===== config.mk =====
export PLATFORM = sky130hd
export DESIGN_NAME = bcs_top
export DESIGN_NICKNAME = d
export VERILOG_FILES = /design/src/core/bcs_pkg.sv /design/src/core/bcs_ctrl_if.sv /design/src/core/bcs_events.sv /design/src/core/bcs_top.sv
export SDC_FILE = /design/constraint.sdc
export NUM_CORES = 1
export LEC_CHECK = 0
export BUFFER_PORTS_ARGS = -buffer_cell sky130_fd_sc_hd__buf_2
export CORE_ASPECT_RATIO = 1.5
export CORE_MARGIN = 8
export CORE_UTILIZATION = 40
export CTS_CLUSTER_SIZE = 25
export DETAILED_ROUTE_END_ITERATION = 16
export GPL_ROUTABILITY_DRIVEN = 0
export PLACE_DENSITY_LB_ADDON = 0.25
export SLEW_MARGIN = 0
export SYNTH_ARGS = -nofsm -noshare
export SYNTH_HDL_FRONTEND = slang
export SYNTH_SLANG_ARGS = --single-unit

===== constraint.sdc =====
create_clock -name CORE_CLK_IN -period 1.2 [get_ports CORE_CLK_IN]
set_input_delay 0.06 -clock CORE_CLK_IN [delete_from_list [all_inputs] [get_ports CORE_CLK_IN]]
set_output_delay 0.06 -clock CORE_CLK_IN [all_outputs]
set_load 0.1 [all_outputs]

===== src/core/bcs_pkg.sv =====
// bcs_pkg: constants for the bridge command/status register bank
// assumes: word-aligned registers on a 32-bit ahb-lite slave
package bcs_pkg;
   // register indices; each register owns one bus word at four times its index
   localparam logic [11:0] IDX_CMD = 12'h004;
   localparam logic [11:0] IDX_STS = 12'h006;
   localparam logic [11:0] ADDR_CMD = {IDX_CMD[9:0], 2'b00};
   localparam logic [11:0] ADDR_STS = {IDX_STS[9:0], 2'b00};
   // byte addresses of the event registers and the port setup word
   localparam logic [11:0] ADDR_INT_STS = 12'h040;
   localparam logic [11:0] ADDR_INT_MASK = 12'h044;
   localparam logic [11:0] ADDR_PORT_CFG = 12'h048;
   // command field positions
   localparam int CMD_PERR_EN_BIT = 6;
   localparam int CMD_SERR_EN_BIT = 8;
   localparam int CMD_INTX_DIS_BIT = 10;
   // status field positions (status word sits at bits 15:0 of its own bus word)
   localparam int STS_INT_PEND_BIT = 3;
   localparam int STS_CAP_LIST_BIT = 4;
   localparam int STS_MDPE_BIT = 8;
   localparam int STS_SSE_BIT = 14;
   localparam logic CAP_LIST_VALUE = 1'b1;
   localparam logic CTRL_RESET = 1'b0;
   // event status bits in the interrupt status/mask registers
   localparam int EV_MDPE_BIT = 0;
   localparam int EV_SSE_BIT = 1;
   localparam int EV_COR_BIT = 2;
   localparam int EV_INTX_BIT = 3;
   localparam int EV_COUNT = 4;
   localparam logic [31:0] RDATA_RESET = 32'h0000_0000;
   // ahb constants
   localparam logic [1:0] HTRANS_NONSEQ = 2'h2;
   localparam logic [1:0] HTRANS_SEQ = 2'h3;
endpackage


===== src/core/bcs_ctrl_if.sv =====
// bcs_ctrl_if: control bits carried from the register file to the event logic
// assumes: one clock domain
`timescale 1ns/1ps
`default_nettype none
interface bcs_ctrl_if;
   logic perr_en;
   logic serr_en;
   logic intx_dis;
   logic is_downstream;
   logic mdpe_set;
   logic sse_set;
   logic cor_fwd;
   modport regs (output perr_en, output serr_en, output intx_dis, output is_downstream,
                 input mdpe_set, input sse_set, input cor_fwd);
   modport evt (input perr_en, input serr_en, input intx_dis, input is_downstream,
                output mdpe_set, output sse_set, output cor_fwd);
endinterface
`default_nettype wire


===== src/core/bcs_events.sv =====
// bcs_events: error forwarding, error reporting and legacy interrupt gating
// assumes: event inputs are one-cycle pulses, levels are synchronous to clk
`timescale 1ns/1ps
`default_nettype none
module bcs_events (
   input wire logic clk_in,
   input wire logic rst_n_in,
   input wire logic ce_in,
   bcs_ctrl_if.evt ctl,
   input wire logic rx_poison_cpl_in,
   input wire logic tx_poison_wr_in,
   input wire logic det_nonfatal_in,
   input wire logic det_fatal_in,
   input wire logic dctl_nonfatal_en_in,
   input wire logic dctl_fatal_en_in,
   input wire logic sec_err_cor_in,
   input wire logic sec_err_nonfatal_in,
   input wire logic sec_err_fatal_in,
   input wire logic own_intx_in,
   input wire logic hp_intx_in,
   input wire logic fwd_intx_in,
   output logic pri_err_cor_out,
   output logic pri_err_nonfatal_out,
   output logic pri_err_fatal_out,
   output logic pri_intx_out,
   output logic int_pending_out
);
   logic nf_report, f_report, nf_fwd, f_fwd, own_pend, own_gated;
   logic cor_r, nf_r, f_r, intx_r, pend_r;

   // poisoned traffic only flags parity error while enabled
   assign ctl.mdpe_set = ctl.perr_en & (rx_poison_cpl_in | tx_poison_wr_in);
   // own errors go out when either enable path allows
   assign nf_report = det_nonfatal_in & (ctl.serr_en | dctl_nonfatal_en_in);
   assign f_report = det_fatal_in & (ctl.serr_en | dctl_fatal_en_in);
   // secondary fatal and non-fatal messages gated, correctable always passes
   assign nf_fwd = sec_err_nonfatal_in & ctl.serr_en;
   assign f_fwd = sec_err_fatal_in & ctl.serr_en;
   assign ctl.cor_fwd = sec_err_cor_in;
   // signalled system error only for messages sent with serr enabled
   assign ctl.sse_set = ctl.serr_en & (nf_report | f_report | nf_fwd | f_fwd);
   // own pending interrupt: own and hot-plug sources on downstream ports, never upstream
   assign own_pend = ctl.is_downstream & (own_intx_in | hp_intx_in);
   assign own_gated = own_pend & ~ctl.intx_dis;

   // registered message and interrupt outputs
   always_ff @(posedge clk_in) begin
      if (!rst_n_in) begin
         cor_r <= 1'b0;
         nf_r <= 1'b0;
         f_r <= 1'b0;
         intx_r <= 1'b0;
         pend_r <= 1'b0;
      end else if (ce_in) begin
         cor_r <= ctl.cor_fwd;
         nf_r <= nf_report | nf_fwd;
         f_r <= f_report | f_fwd;
         intx_r <= own_gated | fwd_intx_in;
         pend_r <= own_pend;
      end
   end
   assign pri_err_cor_out = cor_r;
   assign pri_err_nonfatal_out = nf_r;
   assign pri_err_fatal_out = f_r;
   assign pri_intx_out = intx_r;
   assign int_pending_out = pend_r;
endmodule
`default_nettype wire


===== src/core/bcs_top.sv =====
// bcs_top: bridge command/status bits behind an ahb-lite slave
// assumes: single 10 mhz clock, synchronous active-low reset, one bus master
`timescale 1ns/1ps
`default_nettype none
module bcs_top (
   input wire logic CORE_CLK_IN,
   input wire logic RSTN_IN,
   input wire logic CE_IN,
   input wire logic HSEL_IN,
   input wire logic [11:0] HADDR_IN,
   input wire logic [1:0] HTRANS_IN,
   input wire logic HWRITE_IN,
   input wire logic [2:0] HSIZE_IN,
   input wire logic [31:0] HWDATA_IN,
   input wire logic HREADY_IN,
   output logic [31:0] HRDATA_OUT,
   output logic HREADYOUT_OUT,
   output logic HRESP_OUT,
   input wire logic RX_POISON_CPL_IN,
   input wire logic TX_POISON_WR_IN,
   input wire logic DET_NONFATAL_IN,
   input wire logic DET_FATAL_IN,
   input wire logic DCTL_NONFATAL_EN_IN,
   input wire logic DCTL_FATAL_EN_IN,
   input wire logic SEC_ERR_COR_IN,
   input wire logic SEC_ERR_NONFATAL_IN,
   input wire logic SEC_ERR_FATAL_IN,
   input wire logic OWN_INTX_IN,
   input wire logic HP_INTX_IN,
   input wire logic FWD_INTX_IN,
   output logic PRI_ERR_COR_OUT,
   output logic PRI_ERR_NONFATAL_OUT,
   output logic PRI_ERR_FATAL_OUT,
   output logic PRI_INTX_OUT,
   output logic IRQ_OUT
);
   bcs_ctrl_if ctl ();

   ////////////////////////////////////////////////////////////////////////////
   // state
   logic perr_en_r, serr_en_r, intx_dis_r, downstream_r;
   logic mdpe_r, sse_r;
   logic [bcs_pkg::EV_COUNT-1:0] ev_sts_r, ev_mask_r, ev_in;
   logic [31:0] rdata_r;
   logic wr_pend_r;
   logic [11:0] wr_addr_r;
   logic int_pend;

   ////////////////////////////////////////////////////////////////////////////
   // ahb address phase decode
   wire addr_ok = HSEL_IN & HREADY_IN & HTRANS_IN[1];
   wire rd_req = addr_ok & ~HWRITE_IN;
   wire wr_req = addr_ok & HWRITE_IN;
   wire wr_cmd = wr_pend_r & (wr_addr_r == bcs_pkg::ADDR_CMD);
   wire wr_sts = wr_pend_r & (wr_addr_r == bcs_pkg::ADDR_STS);
   wire wr_ists = wr_pend_r & (wr_addr_r == bcs_pkg::ADDR_INT_STS);
   wire wr_mask = wr_pend_r & (wr_addr_r == bcs_pkg::ADDR_INT_MASK);
   wire wr_port = wr_pend_r & (wr_addr_r == bcs_pkg::ADDR_PORT_CFG);
   // status word carries the write-one-to-clear bits
   wire clr_mdpe = wr_sts & HWDATA_IN[bcs_pkg::STS_MDPE_BIT];
   wire clr_sse = wr_sts & HWDATA_IN[bcs_pkg::STS_SSE_BIT];

   // command and status words; unlisted bits are constant zero
   logic [15:0] cmd_word, sts_word;
   always_comb begin
      cmd_word = 16'h0000;
      cmd_word[bcs_pkg::CMD_PERR_EN_BIT] = perr_en_r;
      cmd_word[bcs_pkg::CMD_SERR_EN_BIT] = serr_en_r;
      cmd_word[bcs_pkg::CMD_INTX_DIS_BIT] = intx_dis_r;
      sts_word = 16'h0000;
      sts_word[bcs_pkg::STS_INT_PEND_BIT] = int_pend;
      sts_word[bcs_pkg::STS_CAP_LIST_BIT] = bcs_pkg::CAP_LIST_VALUE;
      sts_word[bcs_pkg::STS_MDPE_BIT] = mdpe_r;
      sts_word[bcs_pkg::STS_SSE_BIT] = sse_r;
   end

   // read mux, unmapped addresses read zero
   wire [31:0] rd_mux =
      (HADDR_IN == bcs_pkg::ADDR_CMD) ? {16'h0000, cmd_word} :
      (HADDR_IN == bcs_pkg::ADDR_STS) ? {16'h0000, sts_word} :
      (HADDR_IN == bcs_pkg::ADDR_INT_STS) ? {{(32-bcs_pkg::EV_COUNT){1'b0}}, ev_sts_r} :
      (HADDR_IN == bcs_pkg::ADDR_INT_MASK) ? {{(32-bcs_pkg::EV_COUNT){1'b0}}, ev_mask_r} :
      (HADDR_IN == bcs_pkg::ADDR_PORT_CFG) ? {31'h0000_0000, downstream_r} :
      bcs_pkg::RDATA_RESET;

   ////////////////////////////////////////////////////////////////////////////
   // bus pipeline: zero wait states
   always_ff @(posedge CORE_CLK_IN) begin
      if (!RSTN_IN) begin
         wr_pend_r <= 1'b0;
         wr_addr_r <= 12'h000;
         rdata_r <= bcs_pkg::RDATA_RESET;
      end else if (CE_IN) begin
         wr_pend_r <= wr_req;
         wr_addr_r <= HADDR_IN;
         if (rd_req) begin
            rdata_r <= rd_mux;
         end
      end
   end
   assign HRDATA_OUT = rdata_r;
   assign HREADYOUT_OUT = 1'b1;
   assign HRESP_OUT = 1'b0;

   ////////////////////////////////////////////////////////////////////////////
   // command controls, read-write, reset to zero
   always_ff @(posedge CORE_CLK_IN) begin
      if (!RSTN_IN) begin
         perr_en_r <= bcs_pkg::CTRL_RESET;
         serr_en_r <= bcs_pkg::CTRL_RESET;
         intx_dis_r <= bcs_pkg::CTRL_RESET;
         downstream_r <= 1'b0;
      end else if (CE_IN) begin
         if (wr_cmd) begin
            perr_en_r <= HWDATA_IN[bcs_pkg::CMD_PERR_EN_BIT];
            serr_en_r <= HWDATA_IN[bcs_pkg::CMD_SERR_EN_BIT];
            intx_dis_r <= HWDATA_IN[bcs_pkg::CMD_INTX_DIS_BIT];
         end
         if (wr_port) begin
            downstream_r <= HWDATA_IN[0];
         end
      end
   end

   ////////////////////////////////////////////////////////////////////////////
   // status flags: set wins over write-one clear
   always_ff @(posedge CORE_CLK_IN) begin
      if (!RSTN_IN) begin
         mdpe_r <= 1'b0;
         sse_r <= 1'b0;
      end else if (CE_IN) begin
         mdpe_r <= ctl.mdpe_set | (mdpe_r & ~clr_mdpe);
         sse_r <= ctl.sse_set | (sse_r & ~clr_sse);
      end
   end

   ////////////////////////////////////////////////////////////////////////////
   // interrupt status and mask
   assign ev_in[bcs_pkg::EV_MDPE_BIT] = ctl.mdpe_set;
   assign ev_in[bcs_pkg::EV_SSE_BIT] = ctl.sse_set;
   assign ev_in[bcs_pkg::EV_COR_BIT] = ctl.cor_fwd;
   assign ev_in[bcs_pkg::EV_INTX_BIT] = int_pend;
   genvar gi;
   generate
      for (gi = 0; gi < bcs_pkg::EV_COUNT; gi = gi + 1) begin : g_ev
         always_ff @(posedge CORE_CLK_IN) begin
            if (!RSTN_IN) begin
               ev_sts_r[gi] <= 1'b0;
               ev_mask_r[gi] <= 1'b0;
            end else if (CE_IN) begin
               ev_sts_r[gi] <= ev_in[gi] | (ev_sts_r[gi] & ~(wr_ists & HWDATA_IN[gi]));
               if (wr_mask) begin
                  ev_mask_r[gi] <= HWDATA_IN[gi];
               end
            end
         end
      end
   endgenerate
   assign IRQ_OUT = |(ev_sts_r & ev_mask_r);

   ////////////////////////////////////////////////////////////////////////////
   // control bits to the event logic
   assign ctl.perr_en = perr_en_r;
   assign ctl.serr_en = serr_en_r;
   assign ctl.intx_dis = intx_dis_r;
   assign ctl.is_downstream = downstream_r;

   bcs_events u_events (
      .clk_in(CORE_CLK_IN),
      .rst_n_in(RSTN_IN),
      .ce_in(CE_IN),
      .ctl(ctl.evt),
      .rx_poison_cpl_in(RX_POISON_CPL_IN),
      .tx_poison_wr_in(TX_POISON_WR_IN),
      .det_nonfatal_in(DET_NONFATAL_IN),
      .det_fatal_in(DET_FATAL_IN),
      .dctl_nonfatal_en_in(DCTL_NONFATAL_EN_IN),
      .dctl_fatal_en_in(DCTL_FATAL_EN_IN),
      .sec_err_cor_in(SEC_ERR_COR_IN),
      .sec_err_nonfatal_in(SEC_ERR_NONFATAL_IN),
      .sec_err_fatal_in(SEC_ERR_FATAL_IN),
      .own_intx_in(OWN_INTX_IN),
      .hp_intx_in(HP_INTX_IN),
      .fwd_intx_in(FWD_INTX_IN),
      .pri_err_cor_out(PRI_ERR_COR_OUT),
      .pri_err_nonfatal_out(PRI_ERR_NONFATAL_OUT),
      .pri_err_fatal_out(PRI_ERR_FATAL_OUT),
      .pri_intx_out(PRI_INTX_OUT),
      .int_pending_out(int_pend)
   );
endmodule
`default_nettype wire


==> results.md, run 1 <==
* ANT cells at 0
* R2R cell count at 4
* Overall power at 3090 uW
* Initial antenna violation count at 0
* Pin count of the biggest net entering global routing at 27
* DRT Pass-1 Iters at 4
* Ports at roughly 110
* Switching pwr at around 1000 uW
* Initial Util at 41.6%
* Failing checks: negative setup slack
* Slew @ Worst Pin at 0.774 ns
* Fmax at 0.727 GHz
* Worst hold path endpoint: wr_addr_r[7]
* Placed cell areas at 0.00232 mm^2
* Fin Clk Skew at 0.00570 ns
* Slew headroom at between 40% and 50%
* DRC at 0
* First-pass GRT wire length at 7.77 mm
* Drt wl/cell at 13.7 um
* Global route overflow at 0
* Worst hold-check path type: in -> reg
* CTS root buf: clkbuf_8
* Arrival time at the worst endpoint at between 1.5 and 2 ns
* RSZ-0062 raised after global routing: true
* Synth-to-Final Area Change at 26.6%
* Mapped cell area at 0.00200 mm^2
* WS Path Type: reg -> reg
* Clock share of power at 32.0%
* Sequential power share at 46.1%
* Status: complete, but fails checks
* Skew-Pair Late Insertion Delay at 0.29 ns
* Final setup fails at 14
* Largest cells by area after synthesis: dfxtp_1 (41%), mux2i_1 (13%), buf_4 (10%)
* Pwr Density at 1220 mW/mm^2
* Post-DRT Antenna Nets at 0
* Final worst setup slack at -0.175 ns
* Final worst path period share at 115%
* Drt total wl at 4.96 mm
* Max clock buf depth at 2
* Max Fanout on Critical Path at 4
* Core area at 0.00481 mm^2
* Top-area cell type share of the netlist area at 41.0%
* P_int at 2070 uW
* Pre-CTS setup slack at -0.170 ns
* Yosys warning count at 0
* Crit end category: register
* Leakage Power at 0.00121 uW
* Clock transition at path regs at 0.08 ns
* Yosys top cell by area: dfxtp_1
* Post-DP HPWL at 4.03 mm
* Mean Syn Cell Area at 8.89 um^2
* Number of filler cells placed in the layout at 494
* Die Ht at 103 um
* Synth Instances at between 200 and 250
* Vias in the first global route at ~1700
* Beginning of the worst hold path: HADDR_IN[7]
* Crit. Startpoint: wr_addr_r[0]
* Startpoint types: register
* # rows at 31
* MaxCap Viol Count at 0
* Die X-Extent at 73.7 um
* All-Layer GR Usage at 13.3%
* Sequential fraction of the synthesis area at 41.0%
* Net Sw Frac at 33.2%
* FF+latch area at approximately 830 um^2
* CTS Sinks at 41
* Total CTS buffers at 5
* H-Tree Level Count at 2
* Final Hold Viols at 0
* Via-per-instance ratio at 4.79
* Logic pwr share at 21.9%
* DRT iter0 DRCs at approximately 80
* Vias at 1728
* Post-route minimum period at 1.38 ns
* Register bit total from synthesis at 41
* Slew Viols, Final at 0
* Die area at between 0.007 and 0.008 mm^2
* R2R setup slack at -0.18 ns
* Final #Nets at 361
* Worst R2R Start: wr_addr_r[0]
* WHS Path Cells at 3
* Yosys cell types at 37
* Multi-input logic area at 0.00106 mm^2
* CTS tree: done
* Number of port buffers at between 50 and 60
* Share of layout cells above drive strength 1 at a little under a third
* Post-route cell area at 0.00253 mm^2
* VDD IR max at 0.788 mV
* CP required at 1.36 ns
* Final setup TNS at -1.62 ns
* Reg-to-reg critical path endpoint: ev_sts_r[1]
==> synth_stat cells <==
| cell type | number |
|---|---|
| and3b_1 | 2 |
| nor4b_2 | 2 |
| conb_1 | 2 |
| a311oi_1 | 2 |
| and4bb_2 | 2 |
| nor3_1 | 1 |
| nand3_1 | 4 |
| nand4_1 | 3 |
| and3_1 | 1 |
| nand2_1 | 26 |
| a21oi_1 | 8 |
| o2111ai_1 | 1 |
| mux2i_1 | 26 |
| nand4b_1 | 1 |
| nor3b_1 | 2 |
| clkbuf_1 | 3 |
| nor2_1 | 29 |
| o21a_1 | 1 |
| and4_4 | 1 |
| nor2b_1 | 2 |
| nand3_2 | 1 |
| nor4_1 | 1 |
| nand3b_1 | 1 |
| dfxtp_1 | 41 |
| nand2b_1 | 2 |
| buf_4 | 27 |
| nor4_4 | 1 |
| buf_2 | 3 |
| inv_2 | 1 |
| a31oi_1 | 3 |
| nor4bb_1 | 1 |
| a22oi_1 | 2 |
| o21ai_0 | 14 |
| inv_1 | 3 |
| o211ai_1 | 2 |
| nor3b_2 | 2 |
| and2_1 | 1 |
==> cells by family (layout without fill, tap and decap cells) <==
kind of cell,after synthesis,after routing,synth area share [%]
flops,41,41,41.0
simple gates,86,86,23.8
mux,26,26,13.0
compound gates,33,33,9.63
buf+inv,37,84,12.2
other cells,2,25,0.375
==> power groups by stage <==
stage / clock, uW / combinational (uW) / sequential [uW]
global route: 1060 / 712 / 1430
global placement: 0 / 655 / 1450
floorplan: 0 / 546 / 1500
detailed placement: 0 / 657 / 1460
finish: 990 / 678 / 1430
CTS: 1010 / 677 / 1430
==> critical path, stage by stage, from the launching register on <==
cell	delay, ns
dfxtp_2	0.34
nor4_4	0.35
nand3_2	0.17
nor4bb_1	0.29
o21ai_0	0.09
==> flip-flops by register name (all words and copies together), names as in the netlist, 4 cells and up <==
register,flops
wr_addr_r,12
ev_mask_r,4
ev_sts_r,4
HRDATA_OUT,9
==> timing repair <==
item	CTS	global route
buffers inserted	2	0
resized for setup	3	5
hold buffers	6	0
pin swaps	3	3
endpoints found under the setup margin	15	15
hold endpoints to repair	6	0
==> layer usage <==
| metal | up-vias | GRT usage (%) | share of wire, % |
|---|---|---|---|
| met5 | - | 0 | 0 |
| met4 | 0 | 7.26 | 2.2 |
| met3 | 9 | 2.53 | 5.4 |
| met2 | 46 | 25.0 | 56 |
| met1 | 805 | 13.1 | 36 |
| li1 | 868 | - | - |
==> per-stage QoR <==
step	hold WS (ns)	std cells	util, %
after floorplan	0.160	248	-
after global placement	0.280	345	48.3
after detailed placement	0.292	345	48.3
after CTS	0.0111	361	52.3
after global routing	0.0300	361	52.7
final	0.0167	361	52.7
==> cells in the final DEF, fill, tap and decap left out, types with 2 or more instances in the layout <==
| cell | netlist | final |
|---|---|---|
| a21oi_1 | 8 | 8 |
| a22oi_2 | 0 | 2 |
| a311oi_1 | 2 | 2 |
| a31oi_1 | 3 | 3 |
| and3b_1 | 2 | 2 |
| and4bb_2 | 2 | 2 |
| buf_2 | 3 | 51 |
| buf_4 | 27 | 13 |
| clkbuf_8 | 0 | 7 |
| conb_1 | 2 | 25 |
| dfxtp_1 | 41 | 35 |
| dfxtp_2 | 0 | 6 |
| dlygate4sd3_1 | 0 | 6 |
| inv_1 | 3 | 3 |
| mux2i_1 | 26 | 26 |
| nand2_1 | 26 | 25 |
| nand2b_1 | 2 | 2 |
| nand3_1 | 4 | 4 |
| nand4_1 | 3 | 3 |
| nor2_1 | 29 | 28 |
| nor2b_1 | 2 | 2 |
| nor3b_1 | 2 | 2 |
| nor4b_4 | 0 | 2 |
| o211ai_1 | 2 | 2 |
| o21ai_0 | 14 | 14 |
==> how the worst max path moves through the flow <==
stage | to | slack, ns | depth (start not counted)
5_1_grt | ev_sts_r[1] | -0.25 | 4
3_3_place_gp | ev_sts_r[2] | -0.15 | 4
2_1_floorplan | ev_mask_r[0] | -0.08 | 4
4_1_cts | ev_sts_r[2] | -0.17 | 4
3_5_place_dp | ev_sts_r[3] | -0.17 | 4
6_report | ev_sts_r[1] | -0.18 | 4
==> final cells by class <==
class,instances,share of cell area (%)
Inverter,4,0.593
Multi-Input combinational cell,170,41.9
Timing Repair Buffer,72,17.5
Sequential cell,41,32.7
Clock buffer,7,3.80
Clock inverter,1,0.198
Tap cell,66,3.26
Note: power is estimated with default switching activity, not from simulation.
==> run 2, diff against run 1 <==
--- a/config.mk
+++ b/config.mk
@@ -7,11 +7,11 @@
 export LEC_CHECK = 0
 export BUFFER_PORTS_ARGS = -buffer_cell sky130_fd_sc_hd__buf_2
 export CORE_ASPECT_RATIO = 1.5
-export CORE_MARGIN = 8
 export CORE_UTILIZATION = 40
 export CTS_CLUSTER_SIZE = 25
 export DETAILED_ROUTE_END_ITERATION = 16
 export GPL_ROUTABILITY_DRIVEN = 0
+export HOLD_SLACK_MARGIN = 0.03
 export PLACE_DENSITY_LB_ADDON = 0.25
 export SLEW_MARGIN = 0
 export SYNTH_ARGS = -nofsm -noshare
==> run 2 against run 1 <==
The flow still finishes with violations (negative setup slack). Sequential power hardly changed. Setup slack worse by 0.014 ns. Clock skew is 0.0013 ns higher. Largest power group unchanged.
==> results.md, run 2 (synthesized netlist as in run 1, its figures left out) <==
* Post-DP HPWL at 3.45 mm
* DRC at 0
* Final Hold Viols at 0
* Leakage Power at 0.00126 uW
* VDD IR max at 0.988 mV
* Commonest cells after routing, fill and taps aside: buf_2 (51), dfxtp_1 (35), nor2_1 (29)
* Die X-Extent at 59.7 um
* Crit end category: register
* # rows at 31
* Ports at between 100 and 150
* Die Ht at 88.6 um
* Largest register FFs at 12
* Synth-to-Final Area Change at 32.1%
* Final worst setup slack at -0.189 ns
* Grt met1 use at 20.2%
* Clock transition at path regs at ~0.08 ns
* CTS tree: done
* GR Util met3 at 3.65%
* Die area at 0.00529 mm^2
* Most common cell after layout, fill and taps aside: buf_2
* Slew @ Worst Pin at approximately 0.78 ns
* Total CTS buffers at 5
* Final worst path period share at 116%
* Drt wl/cell at 12.3 um
* P_int at 2390 uW
* Fin Clk Skew at 0.00702 ns
* Top reg by flops: wr_addr_r
* Max clock buf depth at 2
* Pwr Density at 1300 mW/mm^2
* Grt met2 use at 33.0%
* MaxCap Viol Count at 0
* Worst hold-check path type: in -> reg
* Share of layout cells above drive strength 1 at 30.7%
* DRT iter0 DRCs at 34
* Failing checks: negative setup slack
* Via-per-instance ratio at about 4.7
* First-pass GRT wire length at 7.23 mm
* Slew Viols, Final at 0
* Vias at 1746
* Beginning of the worst hold path: FWD_INTX_IN
* Crit. Startpoint: wr_addr_r[8]
* Status: complete, but fails checks
* Startpoint types: register
* Max Fanout on Critical Path at 4
* All-Layer GR Usage at 18.4%
* Final #Nets at 369
* RSZ-0062 raised after global routing: true
* Global route overflow at 0
* CP required at 1.36 ns
* Placed insts at 345
* Number of port buffers at 52
* CTS Sinks at 41
* Initial antenna violation count at 0
* Switching pwr at 1040 uW
* Slew headroom at 48.0%
* ANT cells at 0
* DRT Pass-1 Iters at 4
* Initial Util at around two fifths
* Post-DRT Antenna Nets at 0
* Post-route insts no fill at 369
* Post-route minimum period at between 1 and 1.5 ns
* Final setup fails at 14
* Logic pwr share at 20.5%
* Arrival time at the worst endpoint at roughly 1.6 ns
* Skew-Pair Late Insertion Delay at 0.29 ns
* Clock share of power at between 30% and 40%
* Drt total wl at approximately 4.5 mm
* Worst R2R Start: wr_addr_r[8]
* Final Util at 54.9%
* CTS root buf: clkbuf_8
* H-Tree Level Count at 2
* Fmax at 0.720 GHz
* WS Path Type: reg -> reg
* Sequential power share at 41.5%
* Net Sw Frac at approximately 30%
* Core area at 0.00481 mm^2
* Vias in the first global route at approximately 1600
* Number of filler cells placed in the layout at approximately 460
* Most used routing layer: met2
* Pin count of the biggest net entering global routing at 27
==> run 2: changes by cell type in the layout (fill, tap and decap cells not counted), sizes merged <==
cell / change
dlygate4sd3: +8
bufinv: +2
clkbuf: -2
==> run 2: timing repair <==
action                                 in CTS  in global routing
hold buffers                               14                  0
endpoints found under the hold margin      16                  0
setup endpoints to repair                  15                 15
buffers inserted                            0                  2
resized for setup                           3                  4
pin swaps                                   5                  7
==> run 2: metal layers <==
layer  wire [um]  up-vias
met5           0        -
met4         123        0
met3         141       10
met2        2470       51
met1        1810      805
li1            -      880
==> run 2: worst paths after layout <==
check                          endpoint  slack, ns  cells after the start
setup / recovery            ev_sts_r[1]      -0.19                      4
hold / removal    u_events.pri_intx_out       0.05                      3
setup reg to reg            ev_sts_r[1]      -0.19                      4
hold reg to reg           HRDATA_OUT[4]       0.43                      2
==> run 2: critical path: stages, from the launching register on <==
cell      delay [ns]
dfxtp_2         0.34
nor4_4          0.36
nand3_2         0.18
nor4bb_1        0.28
o21ai_0         0.10
==> run 2: area by class of cell <==
class | count | area, um^2 | area share, %
Clock buffer | 5 | 68.8 | 2.60
Tap cell | 66 | 82.6 | 3.13
Clock inverter | 3 | 65.1 | 2.46
Sequential cell | 41 | 828 | 31.3
Inverter | 4 | 15.0 | 0.568
Multi-Input combinational cell | 170 | 1060 | 40.1
Timing Repair Buffer | 80 | 524 | 19.8
==> run 2: through the flow <==
stage                     cell area (um^2)  hold slack, ns  setup slack [ns]  power (uW)  TNS (ns)
after floorplan                       2100           0.160           -0.0763        2050    -0.481
after global placement                2320           0.279            -0.146        2110     -2.02
after detailed placement              2320           0.288            -0.203        2110     -2.44
after CTS                             2610          0.0344            -0.195        3450     -1.84
after global routing                  2640          0.0502            -0.259        3560     -2.78
final                                 2640          0.0471            -0.189        3430     -1.83
==> run 2: power by group through the flow <==
stage          combinational (uW)  sequential, uW  clock [uW]
6_report                      705            1430        1300
5_1_grt                       745            1430        1380
3_3_place_gp                  655            1450           0
3_5_place_dp                  659            1460           0
4_1_cts                       695            1420        1330
2_1_floorplan                 546            1500           0
